## config.mk

```make
export PLATFORM = sky130hd
export DESIGN_NAME = internal_osc_clock_select
export DESIGN_NICKNAME = d
export VERILOG_FILES = /design/src/pkg/osc_clock_pkg.sv /design/src/hw/hf_postscaler.sv /design/src/hw/internal_osc_clock_select.sv /design/src/hw/internal_osc_core.sv
export SDC_FILE = /design/constraint.sdc
export NUM_CORES = 1
export LEC_CHECK = 0
export ABC_AREA = 0
export BUFFER_PORTS_ARGS = -buffer_cell sky130_fd_sc_hd__buf_2
export CORE_MARGIN = 2
export CORE_UTILIZATION = 40
export DETAILED_ROUTE_END_ITERATION = 10
export SYNTH_ARGS = -nofsm -noshare
export SYNTH_HDL_FRONTEND = slang
export SYNTH_SLANG_ARGS = --single-unit
```

## constraint.sdc

```tcl
create_clock -name clk_sys -period 26.4 [get_ports clk_sys]
set_input_delay 1.32 -clock clk_sys [delete_from_list [all_inputs] [get_ports clk_sys]]
set_output_delay 1.32 -clock clk_sys [all_outputs]
set_load 0.02 [all_outputs]
```

## src/pkg/osc_clock_pkg.sv

```systemverilog
// Constants, types and helpers shared by the internal oscillator clock select
package osc_clock_pkg;

  localparam int SYS_CLK_MHZ = 100;
  localparam int CLK_PERIOD_NS = 10;
  localparam int STARTUP_DELAY_US = 10;
  localparam int STARTUP_CYC = (STARTUP_DELAY_US * 1000 + CLK_PERIOD_NS - 1) / CLK_PERIOD_NS;
  localparam int STARTUP_CNT_W = 10;
  localparam logic [STARTUP_CNT_W-1:0] STARTUP_LAST = STARTUP_CNT_W'(STARTUP_CYC - 1);

  // Phase increments per clk_sys cycle: f * 2^32 / 100 MHz
  localparam logic [31:0] HF_PHASE_INC = 32'h147AE148;
  localparam logic [31:0] LF_PHASE_INC = 32'h00145A70;
  localparam logic [31:0] HF_TRIM_STEP = HF_PHASE_INC >> 7;
  localparam logic [31:0] NO_TRIM_STEP = 32'h00000000;

  localparam int TRIM_W = 5;
  localparam logic [TRIM_W-1:0] TRIM_RESET = 5'h00;
  localparam logic signed [TRIM_W:0] TRIM_MAX = 6'sh0F;
  localparam logic signed [TRIM_W:0] TRIM_MIN = -6'sh10;

  localparam int FREQ_W = 3;
  localparam logic [FREQ_W-1:0] FREQ_31K = 3'h0;
  localparam logic [FREQ_W-1:0] FREQ_4M = 3'h6;
  localparam logic [FREQ_W-1:0] FREQ_RESET = FREQ_4M;
  localparam int TAP_W = 8;
  localparam int PSC_W = 6;
  localparam int DIVIDED_CLOCK_OUT_CNT_W = 2;

  localparam int CFG_W = 3;
  localparam logic [CFG_W-1:0] CFG_INTOSC_DIVIDED_CLOCK_OUT = 3'h5;
  localparam logic [CFG_W-1:0] CFG_INTOSC_IO = 3'h4;
  localparam logic [CFG_W-1:0] CFG_RESET = 3'h0;

  localparam int PROG_ADDR_W = 14;
  localparam logic [PROG_ADDR_W-1:0] FACTORY_TRIM_ADDR = 14'h2008;
  localparam logic [PROG_ADDR_W-1:0] CFG_SPACE_LO = 14'h2000;
  localparam logic [PROG_ADDR_W-1:0] FACTORY_TRIM_RESET = 14'h0000;

  typedef enum logic [3:0]
  {
    ST_IDLE = 4'h1,
    ST_STARTUP = 4'h2,
    ST_WAIT_FALL = 4'h4,
    ST_WAIT_RISE = 4'h8
  } switch_state_t;

  function automatic logic usesHighOsc(input logic internalSel, input logic [FREQ_W-1:0] code);
    return internalSel && (code != FREQ_31K);
  endfunction

  function automatic logic usesLowOsc(input logic internalSel, input logic [FREQ_W-1:0] code);
    return internalSel && (code == FREQ_31K);
  endfunction

  function automatic logic tapSelect(input logic [TAP_W-1:0] taps, input logic [FREQ_W-1:0] code);
    return taps[code];
  endfunction

endpackage

```

## src/hw/hf_postscaler.sv

```systemverilog
// Postscaler of the high oscillator, giving one tap per frequency code
`timescale 1ns/1ps
`default_nettype none
module hf_postscaler
  import osc_clock_pkg::*;
(
  input wire logic clk_sys,
  input wire logic reset_n,
  input wire logic hfWave,
  input wire logic lfWave,
  output logic [TAP_W-1:0] taps
);
  logic hfPrev_r;
  logic [PSC_W-1:0] div_r;
  logic hfRise;
  logic [PSC_W-1:0] divRev;

  assign hfRise = hfWave && !hfPrev_r;

  // Code 1 takes the deepest stage, code 6 the first
  genvar i;
  generate
    for (i = 0; i < PSC_W; i++)
    begin : g_rev
      assign divRev[i] = div_r[PSC_W-1-i];
    end
  endgenerate

  always_ff @(posedge clk_sys or negedge reset_n)
  begin
    if (!reset_n)
    begin
      hfPrev_r <= 1'b0;
      div_r <= '0;
    end
    else
    begin
      hfPrev_r <= hfWave;
      if (hfRise)
        div_r <= div_r + 1'b1;
    end
  end

  always_ff @(posedge clk_sys or negedge reset_n)
  begin
    if (!reset_n)
      taps <= '0;
    else
      taps <= {hfWave, divRev, lfWave};
  end

  property p_div_counts;
    @(posedge clk_sys) disable iff (!reset_n)
    hfRise |=> div_r == $past(div_r) + 1'b1;
  endproperty
  a_div_counts: assert property (p_div_counts)
    else $error("postscaler missed a high oscillator edge");
endmodule
`default_nettype wire

```

## src/hw/internal_osc_clock_select.sv

```systemverilog
// Internal oscillator enables, frequency select, glitch-free switch and pin modes
//
// Behaviour
// Two internal oscillators: trimmed 8 MHz high source and rough 31 kHz low source.
// Three-bit frequency select picks one of eight frequencies; reset selects 4 MHz.
// High oscillator runs for nonzero select with internal source or two-speed start-up.
// Low oscillator runs for select 000 likewise, or for power-up, watchdog, fail-safe.
// Low oscillator also clocks power-up timer, watchdog and fail-safe monitor.
// Status holds high-oscillator-stable and low-oscillator-stable bits.
// Switching to a shut-down oscillator waits a 10 us start-up delay first.
// Switch waits for current clock falling edge, then holds clock out low.
// On the new clock's rising edge connect it and update stable bits.
// Switching among 8 MHz down to 125 kHz needs no start-up delay.
// Clock-out mode: pin A is general I/O, pin B outputs clock divided by 4.
// I/O mode: both pins are general I/O, no clock is driven.
// Oscillator mode comes from configuration select bits fixed at programming.
// Clock source select chooses external or internal system clock.
// Software trim value adjusts high oscillator by roughly twelve percent either way.
// Factory trim word at 2008h, written only in programming, survives bulk erase.
// Codes 001 to 111 ascend 125 kHz to 8 MHz; 000 is 31 kHz.
`timescale 1ns/1ps
`default_nettype none
module internal_osc_clock_select
  import osc_clock_pkg::*;
(
  input wire logic clk_sys,
  input wire logic reset_n,
  input wire logic freqSelectWr,
  input wire logic [FREQ_W-1:0] freqSelectIn,
  input wire logic clockSourceSelect,
  input wire logic twoSpeedStartupEn,
  input wire logic powerupTimerEn,
  input wire logic watchdogTimerEn,
  input wire logic failsafeMonitorEn,
  input wire logic oscTrimWr,
  input wire logic [TRIM_W-1:0] oscTrimIn,
  input wire logic [CFG_W-1:0] oscConfigSelect,
  input wire logic extClkIn,
  input wire logic gpioAOut,
  input wire logic gpioAOe,
  input wire logic gpioBOut,
  input wire logic gpioBOe,
  input wire logic progMode,
  input wire logic progWr,
  input wire logic [PROG_ADDR_W-1:0] progAddr,
  input wire logic [PROG_ADDR_W-1:0] progWrData,
  input wire logic bulkErase,
  output logic [FREQ_W-1:0] freqSelect,
  output logic [TRIM_W-1:0] oscTrim,
  output logic highOscStable,
  output logic lowOscStable,
  output logic highOscRun,
  output logic lowOscRun,
  output logic switchBusy,
  output logic sysClock,
  output logic lowFreqClock,
  output logic dividedClockOut,
  output logic oscPinAOut,
  output logic oscPinAOe,
  output logic oscPinBOut,
  output logic oscPinBOe,
  output logic [PROG_ADDR_W-1:0] factoryTrimWord,
  output logic [PROG_ADDR_W-1:0] progRdData
);
  switch_state_t state_r;
  switch_state_t state_nxt;
  logic activeCss_r;
  logic [FREQ_W-1:0] activeFreq_r;
  logic targetCss_r;
  logic [FREQ_W-1:0] targetFreq_r;
  logic [CFG_W-1:0] cfgMode_r;
  logic cfgTaken_r;
  logic curPrev_r;
  logic newPrev_r;
  logic [DIVIDED_CLOCK_OUT_CNT_W-1:0] clkoutCnt_r;
  logic hfWave;
  logic lfWave;
  logic hfReady;
  logic lfReady;
  logic [TAP_W-1:0] taps;
  logic [TRIM_W-1:0] trimSum;
  logic signed [TRIM_W:0] trimWide;
  logic curLevel;
  logic newLevel;
  logic curFall;
  logic newRise;
  logic curRise;
  logic reqChange;
  logic newReady;
  logic hold;
  logic clkoutMode;
  logic ioMode;
  logic hfWanted;
  logic lfWanted;

  // ---------------------------------------------------------------
  // Software controls
  // ---------------------------------------------------------------
  always_ff @(posedge clk_sys or negedge reset_n)
  begin
    if (!reset_n)
      freqSelect <= FREQ_RESET;
    else if (freqSelectWr)
      freqSelect <= freqSelectIn;
  end

  always_ff @(posedge clk_sys or negedge reset_n)
  begin
    if (!reset_n)
      oscTrim <= TRIM_RESET;
    else if (oscTrimWr)
      oscTrim <= oscTrimIn;
  end

  // Factory and user trim add; clamping avoids a wrap to the far end of range
  always_comb
  begin
    trimWide = $signed({factoryTrimWord[TRIM_W-1], factoryTrimWord[TRIM_W-1:0]})
      + $signed({oscTrim[TRIM_W-1], oscTrim});
    if (trimWide > TRIM_MAX)
      trimSum = TRIM_MAX[TRIM_W-1:0];
    else if (trimWide < TRIM_MIN)
      trimSum = TRIM_MIN[TRIM_W-1:0];
    else
      trimSum = trimWide[TRIM_W-1:0];
  end

  // ---------------------------------------------------------------
  // Configuration space and factory trim word
  // ---------------------------------------------------------------
  // Bulk erase leaves this word alone; no other location is stored here
  always_ff @(posedge clk_sys or negedge reset_n)
  begin
    if (!reset_n)
      factoryTrimWord <= FACTORY_TRIM_RESET;
    else if (progMode && progWr && !bulkErase && progAddr == FACTORY_TRIM_ADDR)
      factoryTrimWord <= progWrData;
  end

  always_ff @(posedge clk_sys or negedge reset_n)
  begin
    if (!reset_n)
      progRdData <= '0;
    else if (progMode && progAddr == FACTORY_TRIM_ADDR)
      progRdData <= factoryTrimWord;
    else
      progRdData <= '0;
  end

  // Mode bits are a strap: caught once, on the first edge after release
  always_ff @(posedge clk_sys or negedge reset_n)
  begin
    if (!reset_n)
    begin
      cfgMode_r <= CFG_RESET;
      cfgTaken_r <= 1'b0;
    end
    else if (!cfgTaken_r)
    begin
      cfgMode_r <= oscConfigSelect;
      cfgTaken_r <= 1'b1;
    end
  end

  assign clkoutMode = cfgTaken_r && cfgMode_r == CFG_INTOSC_DIVIDED_CLOCK_OUT;
  assign ioMode = cfgTaken_r && cfgMode_r == CFG_INTOSC_IO;

  // ---------------------------------------------------------------
  // Oscillator enables
  // ---------------------------------------------------------------
  assign hfWanted = usesHighOsc(clockSourceSelect || twoSpeedStartupEn, freqSelect);
  assign lfWanted = usesLowOsc(clockSourceSelect || twoSpeedStartupEn, freqSelect)
    || powerupTimerEn || watchdogTimerEn || failsafeMonitorEn;

  // The old source keeps running until the switch has let go of it
  assign highOscRun = hfWanted || usesHighOsc(activeCss_r, activeFreq_r)
    || (switchBusy && usesHighOsc(targetCss_r, targetFreq_r));
  assign lowOscRun = lfWanted || usesLowOsc(activeCss_r, activeFreq_r)
    || (switchBusy && usesLowOsc(targetCss_r, targetFreq_r));

  internal_osc_core #(
    .PHASE_INC(HF_PHASE_INC),
    .TRIM_STEP(HF_TRIM_STEP)
  ) u_high_osc (
    .clk_sys(clk_sys),
    .reset_n(reset_n),
    .enable(highOscRun),
    .trim(trimSum),
    .wave(hfWave),
    .ready(hfReady)
  );

  internal_osc_core #(
    .PHASE_INC(LF_PHASE_INC),
    .TRIM_STEP(NO_TRIM_STEP)
  ) u_low_osc (
    .clk_sys(clk_sys),
    .reset_n(reset_n),
    .enable(lowOscRun),
    .trim(TRIM_RESET),
    .wave(lfWave),
    .ready(lfReady)
  );

  hf_postscaler u_postscaler (
    .clk_sys(clk_sys),
    .reset_n(reset_n),
    .hfWave(hfWave),
    .lfWave(lfWave),
    .taps(taps)
  );

  assign lowFreqClock = lfWave;

  // ---------------------------------------------------------------
  // Clock switch sequencer
  // ---------------------------------------------------------------
  assign curLevel = activeCss_r ? tapSelect(taps, activeFreq_r) : extClkIn;
  assign newLevel = targetCss_r ? tapSelect(taps, targetFreq_r) : extClkIn;
  assign curFall = curPrev_r && !curLevel;
  assign curRise = !curPrev_r && curLevel;
  assign newRise = !newPrev_r && newLevel;
  assign reqChange = (clockSourceSelect != activeCss_r) || (freqSelect != activeFreq_r);
  assign newReady = !targetCss_r
    || (usesHighOsc(targetCss_r, targetFreq_r) ? hfReady : lfReady);
  assign switchBusy = state_r != ST_IDLE;
  assign hold = state_r == ST_WAIT_RISE;

  always_ff @(posedge clk_sys or negedge reset_n)
  begin
    if (!reset_n)
    begin
      curPrev_r <= 1'b0;
      newPrev_r <= 1'b0;
    end
    else
    begin
      curPrev_r <= curLevel;
      newPrev_r <= newLevel;
    end
  end

  always_comb
  begin
    state_nxt = state_r;
    case (state_r)
      ST_IDLE:
      begin
        if (reqChange)
        begin
          if (usesHighOsc(clockSourceSelect, freqSelect) ? hfReady
              : (!clockSourceSelect || lfReady))
            state_nxt = ST_WAIT_FALL;
          else
            state_nxt = ST_STARTUP;
        end
      end
      ST_STARTUP:
      begin
        if (newReady)
          state_nxt = ST_WAIT_FALL;
      end
      ST_WAIT_FALL:
      begin
        if (curFall)
          state_nxt = ST_WAIT_RISE;
      end
      ST_WAIT_RISE:
      begin
        if (newRise)
          state_nxt = ST_IDLE;
      end
      default:
        state_nxt = ST_IDLE;
    endcase
  end

  always_ff @(posedge clk_sys or negedge reset_n)
  begin
    if (!reset_n)
      state_r <= ST_IDLE;
    else
      state_r <= state_nxt;
  end

  // Target is frozen for the whole switch; later writes wait for idle
  always_ff @(posedge clk_sys or negedge reset_n)
  begin
    if (!reset_n)
    begin
      targetCss_r <= 1'b1;
      targetFreq_r <= FREQ_RESET;
    end
    else if (state_r == ST_IDLE && reqChange)
    begin
      targetCss_r <= clockSourceSelect;
      targetFreq_r <= freqSelect;
    end
  end

  always_ff @(posedge clk_sys or negedge reset_n)
  begin
    if (!reset_n)
    begin
      activeCss_r <= 1'b1;
      activeFreq_r <= FREQ_RESET;
    end
    else if (state_r == ST_WAIT_RISE && newRise)
    begin
      activeCss_r <= targetCss_r;
      activeFreq_r <= targetFreq_r;
    end
  end

  // Stable bits freeze during a switch and are refreshed as it completes
  always_ff @(posedge clk_sys or negedge reset_n)
  begin
    if (!reset_n)
    begin
      highOscStable <= 1'b0;
      lowOscStable <= 1'b0;
    end
    else if (state_r == ST_IDLE || (state_r == ST_WAIT_RISE && newRise))
    begin
      highOscStable <= hfReady;
      lowOscStable <= lfReady;
    end
  end

  // ---------------------------------------------------------------
  // System clock and divided clock output
  // ---------------------------------------------------------------
  always_ff @(posedge clk_sys or negedge reset_n)
  begin
    if (!reset_n)
      sysClock <= 1'b0;
    else
      sysClock <= hold ? 1'b0 : curLevel;
  end

  always_ff @(posedge clk_sys or negedge reset_n)
  begin
    if (!reset_n)
    begin
      clkoutCnt_r <= '0;
      dividedClockOut <= 1'b0;
    end
    else if (hold)
    begin
      clkoutCnt_r <= '0;
      dividedClockOut <= 1'b0;
    end
    else
    begin
      if (curRise)
        clkoutCnt_r <= clkoutCnt_r + 1'b1;
      dividedClockOut <= clkoutCnt_r[DIVIDED_CLOCK_OUT_CNT_W-1];
    end
  end

  // ---------------------------------------------------------------
  // Oscillator pins
  // ---------------------------------------------------------------
  assign oscPinAOut = (clkoutMode || ioMode) ? gpioAOut : 1'b0;
  assign oscPinAOe = (clkoutMode || ioMode) && gpioAOe;
  assign oscPinBOut = clkoutMode ? dividedClockOut : (ioMode ? gpioBOut : 1'b0);
  assign oscPinBOe = clkoutMode || (ioMode && gpioBOe);

  // ---------------------------------------------------------------
  // Checks
  // ---------------------------------------------------------------
  property p_reset_freq;
    @(posedge clk_sys) disable iff (!reset_n)
    $rose(reset_n) |-> freqSelect == FREQ_4M;
  endproperty
  a_reset_freq: assert property (p_reset_freq)
    else $error("frequency select not 4 MHz after reset");

  property p_hf_enable;
    @(posedge clk_sys) disable iff (!reset_n)
    (freqSelect != FREQ_31K && (clockSourceSelect || twoSpeedStartupEn)) |-> highOscRun;
  endproperty
  a_hf_enable: assert property (p_hf_enable)
    else $error("high oscillator not running when required");

  property p_lf_enable;
    @(posedge clk_sys) disable iff (!reset_n)
    ((freqSelect == FREQ_31K && (clockSourceSelect || twoSpeedStartupEn))
      || powerupTimerEn || watchdogTimerEn || failsafeMonitorEn) |-> lowOscRun;
  endproperty
  a_lf_enable: assert property (p_lf_enable)
    else $error("low oscillator not running when required");

  property p_startup_wait;
    @(posedge clk_sys) disable iff (!reset_n)
    (state_r == ST_STARTUP && !newReady) |=> state_r == ST_STARTUP;
  endproperty
  a_startup_wait: assert property (p_startup_wait)
    else $error("switch left start-up before the oscillator was ready");

  property p_wait_fall;
    @(posedge clk_sys) disable iff (!reset_n)
    (state_r == ST_WAIT_FALL && !curFall) |=> state_r == ST_WAIT_FALL
      && dividedClockOut == $past(clkoutCnt_r[DIVIDED_CLOCK_OUT_CNT_W-1]);
  endproperty
  a_wait_fall: assert property (p_wait_fall)
    else $error("switch did not wait for the current clock falling edge");

  property p_hold_low;
    @(posedge clk_sys) disable iff (!reset_n)
    (state_r == ST_WAIT_RISE) |=> !dividedClockOut && !sysClock;
  endproperty
  a_hold_low: assert property (p_hold_low)
    else $error("clock out not held low while awaiting new clock");

  property p_connect_new;
    @(posedge clk_sys) disable iff (!reset_n)
    (state_r == ST_WAIT_RISE && newRise) |=> state_r == ST_IDLE
      && activeFreq_r == $past(targetFreq_r) && highOscStable == $past(hfReady);
  endproperty
  a_connect_new: assert property (p_connect_new)
    else $error("new clock not connected on its rising edge");

  property p_no_delay_hf;
    @(posedge clk_sys) disable iff (!reset_n)
    (state_r == ST_IDLE && reqChange && usesHighOsc(clockSourceSelect, freqSelect) && hfReady)
      |=> state_r == ST_WAIT_FALL;
  endproperty
  a_no_delay_hf: assert property (p_no_delay_hf)
    else $error("start-up delay applied within the postscaler range");

  property p_divided_clock_out_pin;
    @(posedge clk_sys) disable iff (!reset_n)
    clkoutMode |-> oscPinBOe && oscPinBOut == dividedClockOut && oscPinAOe == gpioAOe;
  endproperty
  a_divided_clock_out_pin: assert property (p_divided_clock_out_pin)
    else $error("pin B not carrying the divided clock");

  property p_io_pins;
    @(posedge clk_sys) disable iff (!reset_n)
    ioMode |-> oscPinBOut == gpioBOut && oscPinBOe == gpioBOe && oscPinAOut == gpioAOut;
  endproperty
  a_io_pins: assert property (p_io_pins)
    else $error("pins not released to general I/O");

  property p_trim_protect;
    @(posedge clk_sys) disable iff (!reset_n)
    (!progMode || bulkErase) |=> factoryTrimWord == $past(factoryTrimWord);
  endproperty
  a_trim_protect: assert property (p_trim_protect)
    else $error("factory trim word changed outside programming");
endmodule
`default_nettype wire

```

## src/hw/internal_osc_core.sv

```systemverilog
// Behavioural oscillator: phase accumulator with trim and start-up ready flag
`timescale 1ns/1ps
`default_nettype none
module internal_osc_core
  import osc_clock_pkg::*;
#(
  parameter logic [31:0] PHASE_INC = HF_PHASE_INC,
  parameter logic [31:0] TRIM_STEP = NO_TRIM_STEP
)
(
  input wire logic clk_sys,
  input wire logic reset_n,
  input wire logic enable,
  input wire logic [TRIM_W-1:0] trim,
  output logic wave,
  output logic ready
);
  logic [31:0] phase_r;
  logic [31:0] trimExt;
  logic [31:0] phaseStep;
  logic [STARTUP_CNT_W-1:0] startCnt_r;

  assign trimExt = {{(32-TRIM_W){trim[TRIM_W-1]}}, trim};
  assign phaseStep = PHASE_INC + trimExt * TRIM_STEP;
  assign wave = phase_r[31];

  always_ff @(posedge clk_sys or negedge reset_n)
  begin
    if (!reset_n)
      phase_r <= 32'h00000000;
    else if (!enable)
      phase_r <= 32'h00000000;
    else
      phase_r <= phase_r + phaseStep;
  end

  // Shut-down oscillator needs the full start-up time again
  always_ff @(posedge clk_sys or negedge reset_n)
  begin
    if (!reset_n)
    begin
      startCnt_r <= '0;
      ready <= 1'b0;
    end
    else if (!enable)
    begin
      startCnt_r <= '0;
      ready <= 1'b0;
    end
    else if (startCnt_r != STARTUP_LAST)
      startCnt_r <= startCnt_r + 1'b1;
    else
      ready <= 1'b1;
  end

  property p_ready_after_delay;
    @(posedge clk_sys) disable iff (!reset_n)
    $rose(ready) |-> startCnt_r == STARTUP_LAST && $past(enable) && enable;
  endproperty
  a_ready_after_delay: assert property (p_ready_after_delay)
    else $error("oscillator ready without start-up delay");
endmodule
`default_nettype wire

```

==> impl_metrics.toml <==
[floorplan]
core_um2 = 27800
die_w_um = 172
fp.dieH_um = 172
start_util = 0.405
rows = 61
io_pins = 104
die_area_um2 = 29500

[timing]
fin_tns_setup_ns = 0
setup_ws_ns = 16.70
period_needed_ns = 9.70
final-setup-viol-count = 0
tightest_slew_ns = 1.03
slew_headroom = 0.304
rsz0062_at_grt = "false"
finClkSkew_ns = 0.0202
fmax_mhz = 103
min_period_over_period = 0.367
maxSlewViolCount = 0
hold_violations = 0

[detailed_routing]
vias_per_cell = 5.04
first_pass_iters = 4
routed-via-count = 8134
first_iter_violations = 370
wire_per_inst_um = 14.1
drt_wl_total_mm = 22.7
route.detailed.drc = 0
detail-route-antenna-nets = 0

[final_layout]
instances_no_fill = 1614
drive_gt1_frac = 0.167
utilization = 0.462
area_delta_synth_final_pct = 14.0
antenna_cells = 0
nets = 1479

[clock_tree]
cts_tree = "yes"
numClockSinks = 155
cts-hold-fix-buffers = 0
clk_latency_ns = 0.44
h-tree-depth = 4
cts-root-buf = "clkbuf_16"
cts_resized = 0
post_cts_buffers = 0
cts-buffers-inserted = 17
cts_buffer_depth = 2
path_clk_slew_ns = 0.07

[synthesis]
synth_top_cells_by_area = "dfrtp_1, ha_1, fa_1"
netlist_instances = 1112
syn_area_um2 = 11300
ys_ff_latch = 155
synth_most_common_cell = "ha_1"
ys_seq_area_frac = 0.346
synth_edf_count = 0
synth_commonest_cells = "ha_1, dfrtp_1, inv_1"
synthDistinctLibCells = 71
synth.top_cell.area_share = 0.325
synth-main-ff-cell = "dfrtp_1"
avgSynthCellArea_um2 = 10.1
synthArstFlopShare = 1.00
synth_top_area_cell = "dfrtp_1"
ys_warn_count = 0

[worst_setup_path]
worstSetupPathType = "reg -> reg"
start_kind = "register"
slowest_stage = "a21boi_0"
r2r_cells = 37
endpoint_kind = "register"
cp_num_cells = 37
cp.required_ns = 26.75
max_stage_delay_ns = 0.82
critical_path_buf_inv_count = 5
worst-endpoint-arrival_ns = 10.05
critPathMaxFanout = 10
cp_common_cell = "ha_1"
cp_top_family = "adder cells"

[grt]
antenna_found_initial = 0
grt_pass1_wl_mm = 38.8
grt_use_total = 0.163
first_global_vias = 8119
grt-ovfl-total = 0
grt_max_degree = 92

[min_path]
hp-class = "reg -> reg"
hold_path_depth = 0

[placement]
io_buffer_count = 103
dp_cells = 1582
gp_congestion = 0.826
dp_slack_ns = 16.80
dpl.hpwl_mm = 17.3

[run_status]
status = "finished, final reports clean"

[flow_run]
maxCapViolCount = 0
path summary, 6_finish.rpt:
kind                       slack [ns]             startpoint                     end
max                             16.70     factoryTrimWord[1]  u_high_osc.phase_r[31]
min                              0.40  u_postscaler.div_r[5]    u_postscaler.taps[1]
max reg2reg                     16.70     factoryTrimWord[1]  u_high_osc.phase_r[31]
min reg2reg                      0.40  u_postscaler.div_r[5]    u_postscaler.taps[1]
max in group asynchronous       24.07                reset_n          progRdData[10]
min in group asynchronous        0.97                reset_n   u_low_osc.phase_r[18]
cell families after synthesis:
logic type,synth area share
xor+xnor,0.0638
buf+inv,0.0422
simple gates,0.132
flops,0.346
compound gates,0.117
mux,0.0539
other cells,0.000667
fa+ha+maj,0.245
per-layer routing:
layer,GRT usage,part of all wire,vias to the layer above
li1,-,-,4080
met1,0.223,0.49,3877
met2,0.268,0.46,152
met3,0.0278,0.038,25
met4,0.0398,0.012,0
met5,0,0,-
state kept, by name, summed over array words and instances, names as in the netlist, 2 cells and up:
register and cells:
activeFreq_r 3, cfgMode_r 3, clkoutCnt_r 2, factoryTrimWord 14
freqSelect 3, oscTrim 5, progRdData 14, state_r 4
targetFreq_r 3, u_high_osc.phase_r 31, u_high_osc.startCnt_r 10, u_low_osc.phase_r 28
u_low_osc.startCnt_r 10, u_postscaler.div_r 6, u_postscaler.taps 7
worst register-to-register path, delay by kind of cell, from the launching register on:
family	cells	cell delay, ns
mux	1	0.17
simple gates	6	1.36
fa+ha+maj	11	3.78
buf+inv	5	0.59
flops	1	0.43
compound gates	14	3.30
cells in the final DEF (no fill, tap or decap), types with 9 or more instances in the layout:
| cell | Yosys | final |
|---|---|---|
| o21bai_1 | 9 | 9 |
| mux2_2 | 30 | 30 |
| nand3_1 | 18 | 18 |
| and2_1 | 23 | 23 |
| and3_1 | 10 | 10 |
| a21oi_1 | 57 | 57 |
| clkbuf_16 | 0 | 17 |
| nand2b_1 | 11 | 11 |
| nor2_1 | 95 | 95 |
| ha_1 | 166 | 166 |
| inv_1 | 105 | 105 |
| mux2i_1 | 10 | 10 |
| nor3_1 | 23 | 23 |
| dfstp_2 | 9 | 9 |
| dfrtp_1 | 146 | 146 |
| fa_1 | 34 | 34 |
| a21o_1 | 22 | 22 |
| o21a_1 | 12 | 12 |
| xnor2_1 | 41 | 41 |
| nand2_1 | 60 | 60 |
| nor2b_1 | 13 | 13 |
| buf_2 | 2 | 102 |
| or3_1 | 13 | 13 |
| o21ai_0 | 26 | 26 |
| xor2_1 | 41 | 41 |
cell type report:
type                    instances  area [um^2]
clock inverters                14          169
inverters                     109          409
repair buffers                106          544
multi-input cells             834         6900
well taps                     378          473
clock buffers                  18          439
flip-flops and latches        155         3890
fillers                      2646        15000
per-stage QoR:
step	hold slack, ns	area, um^2
after floorplan	0.372	11300
after global placement	0.387	12200
after detailed placement	0.383	12200
after CTS	0.402	12800
after global routing	0.415	12800
final	0.398	12800
Power is left out: the tool's default activity adds up to more than one toggle a clock period on the data nets, which glitch-free logic cannot reach.
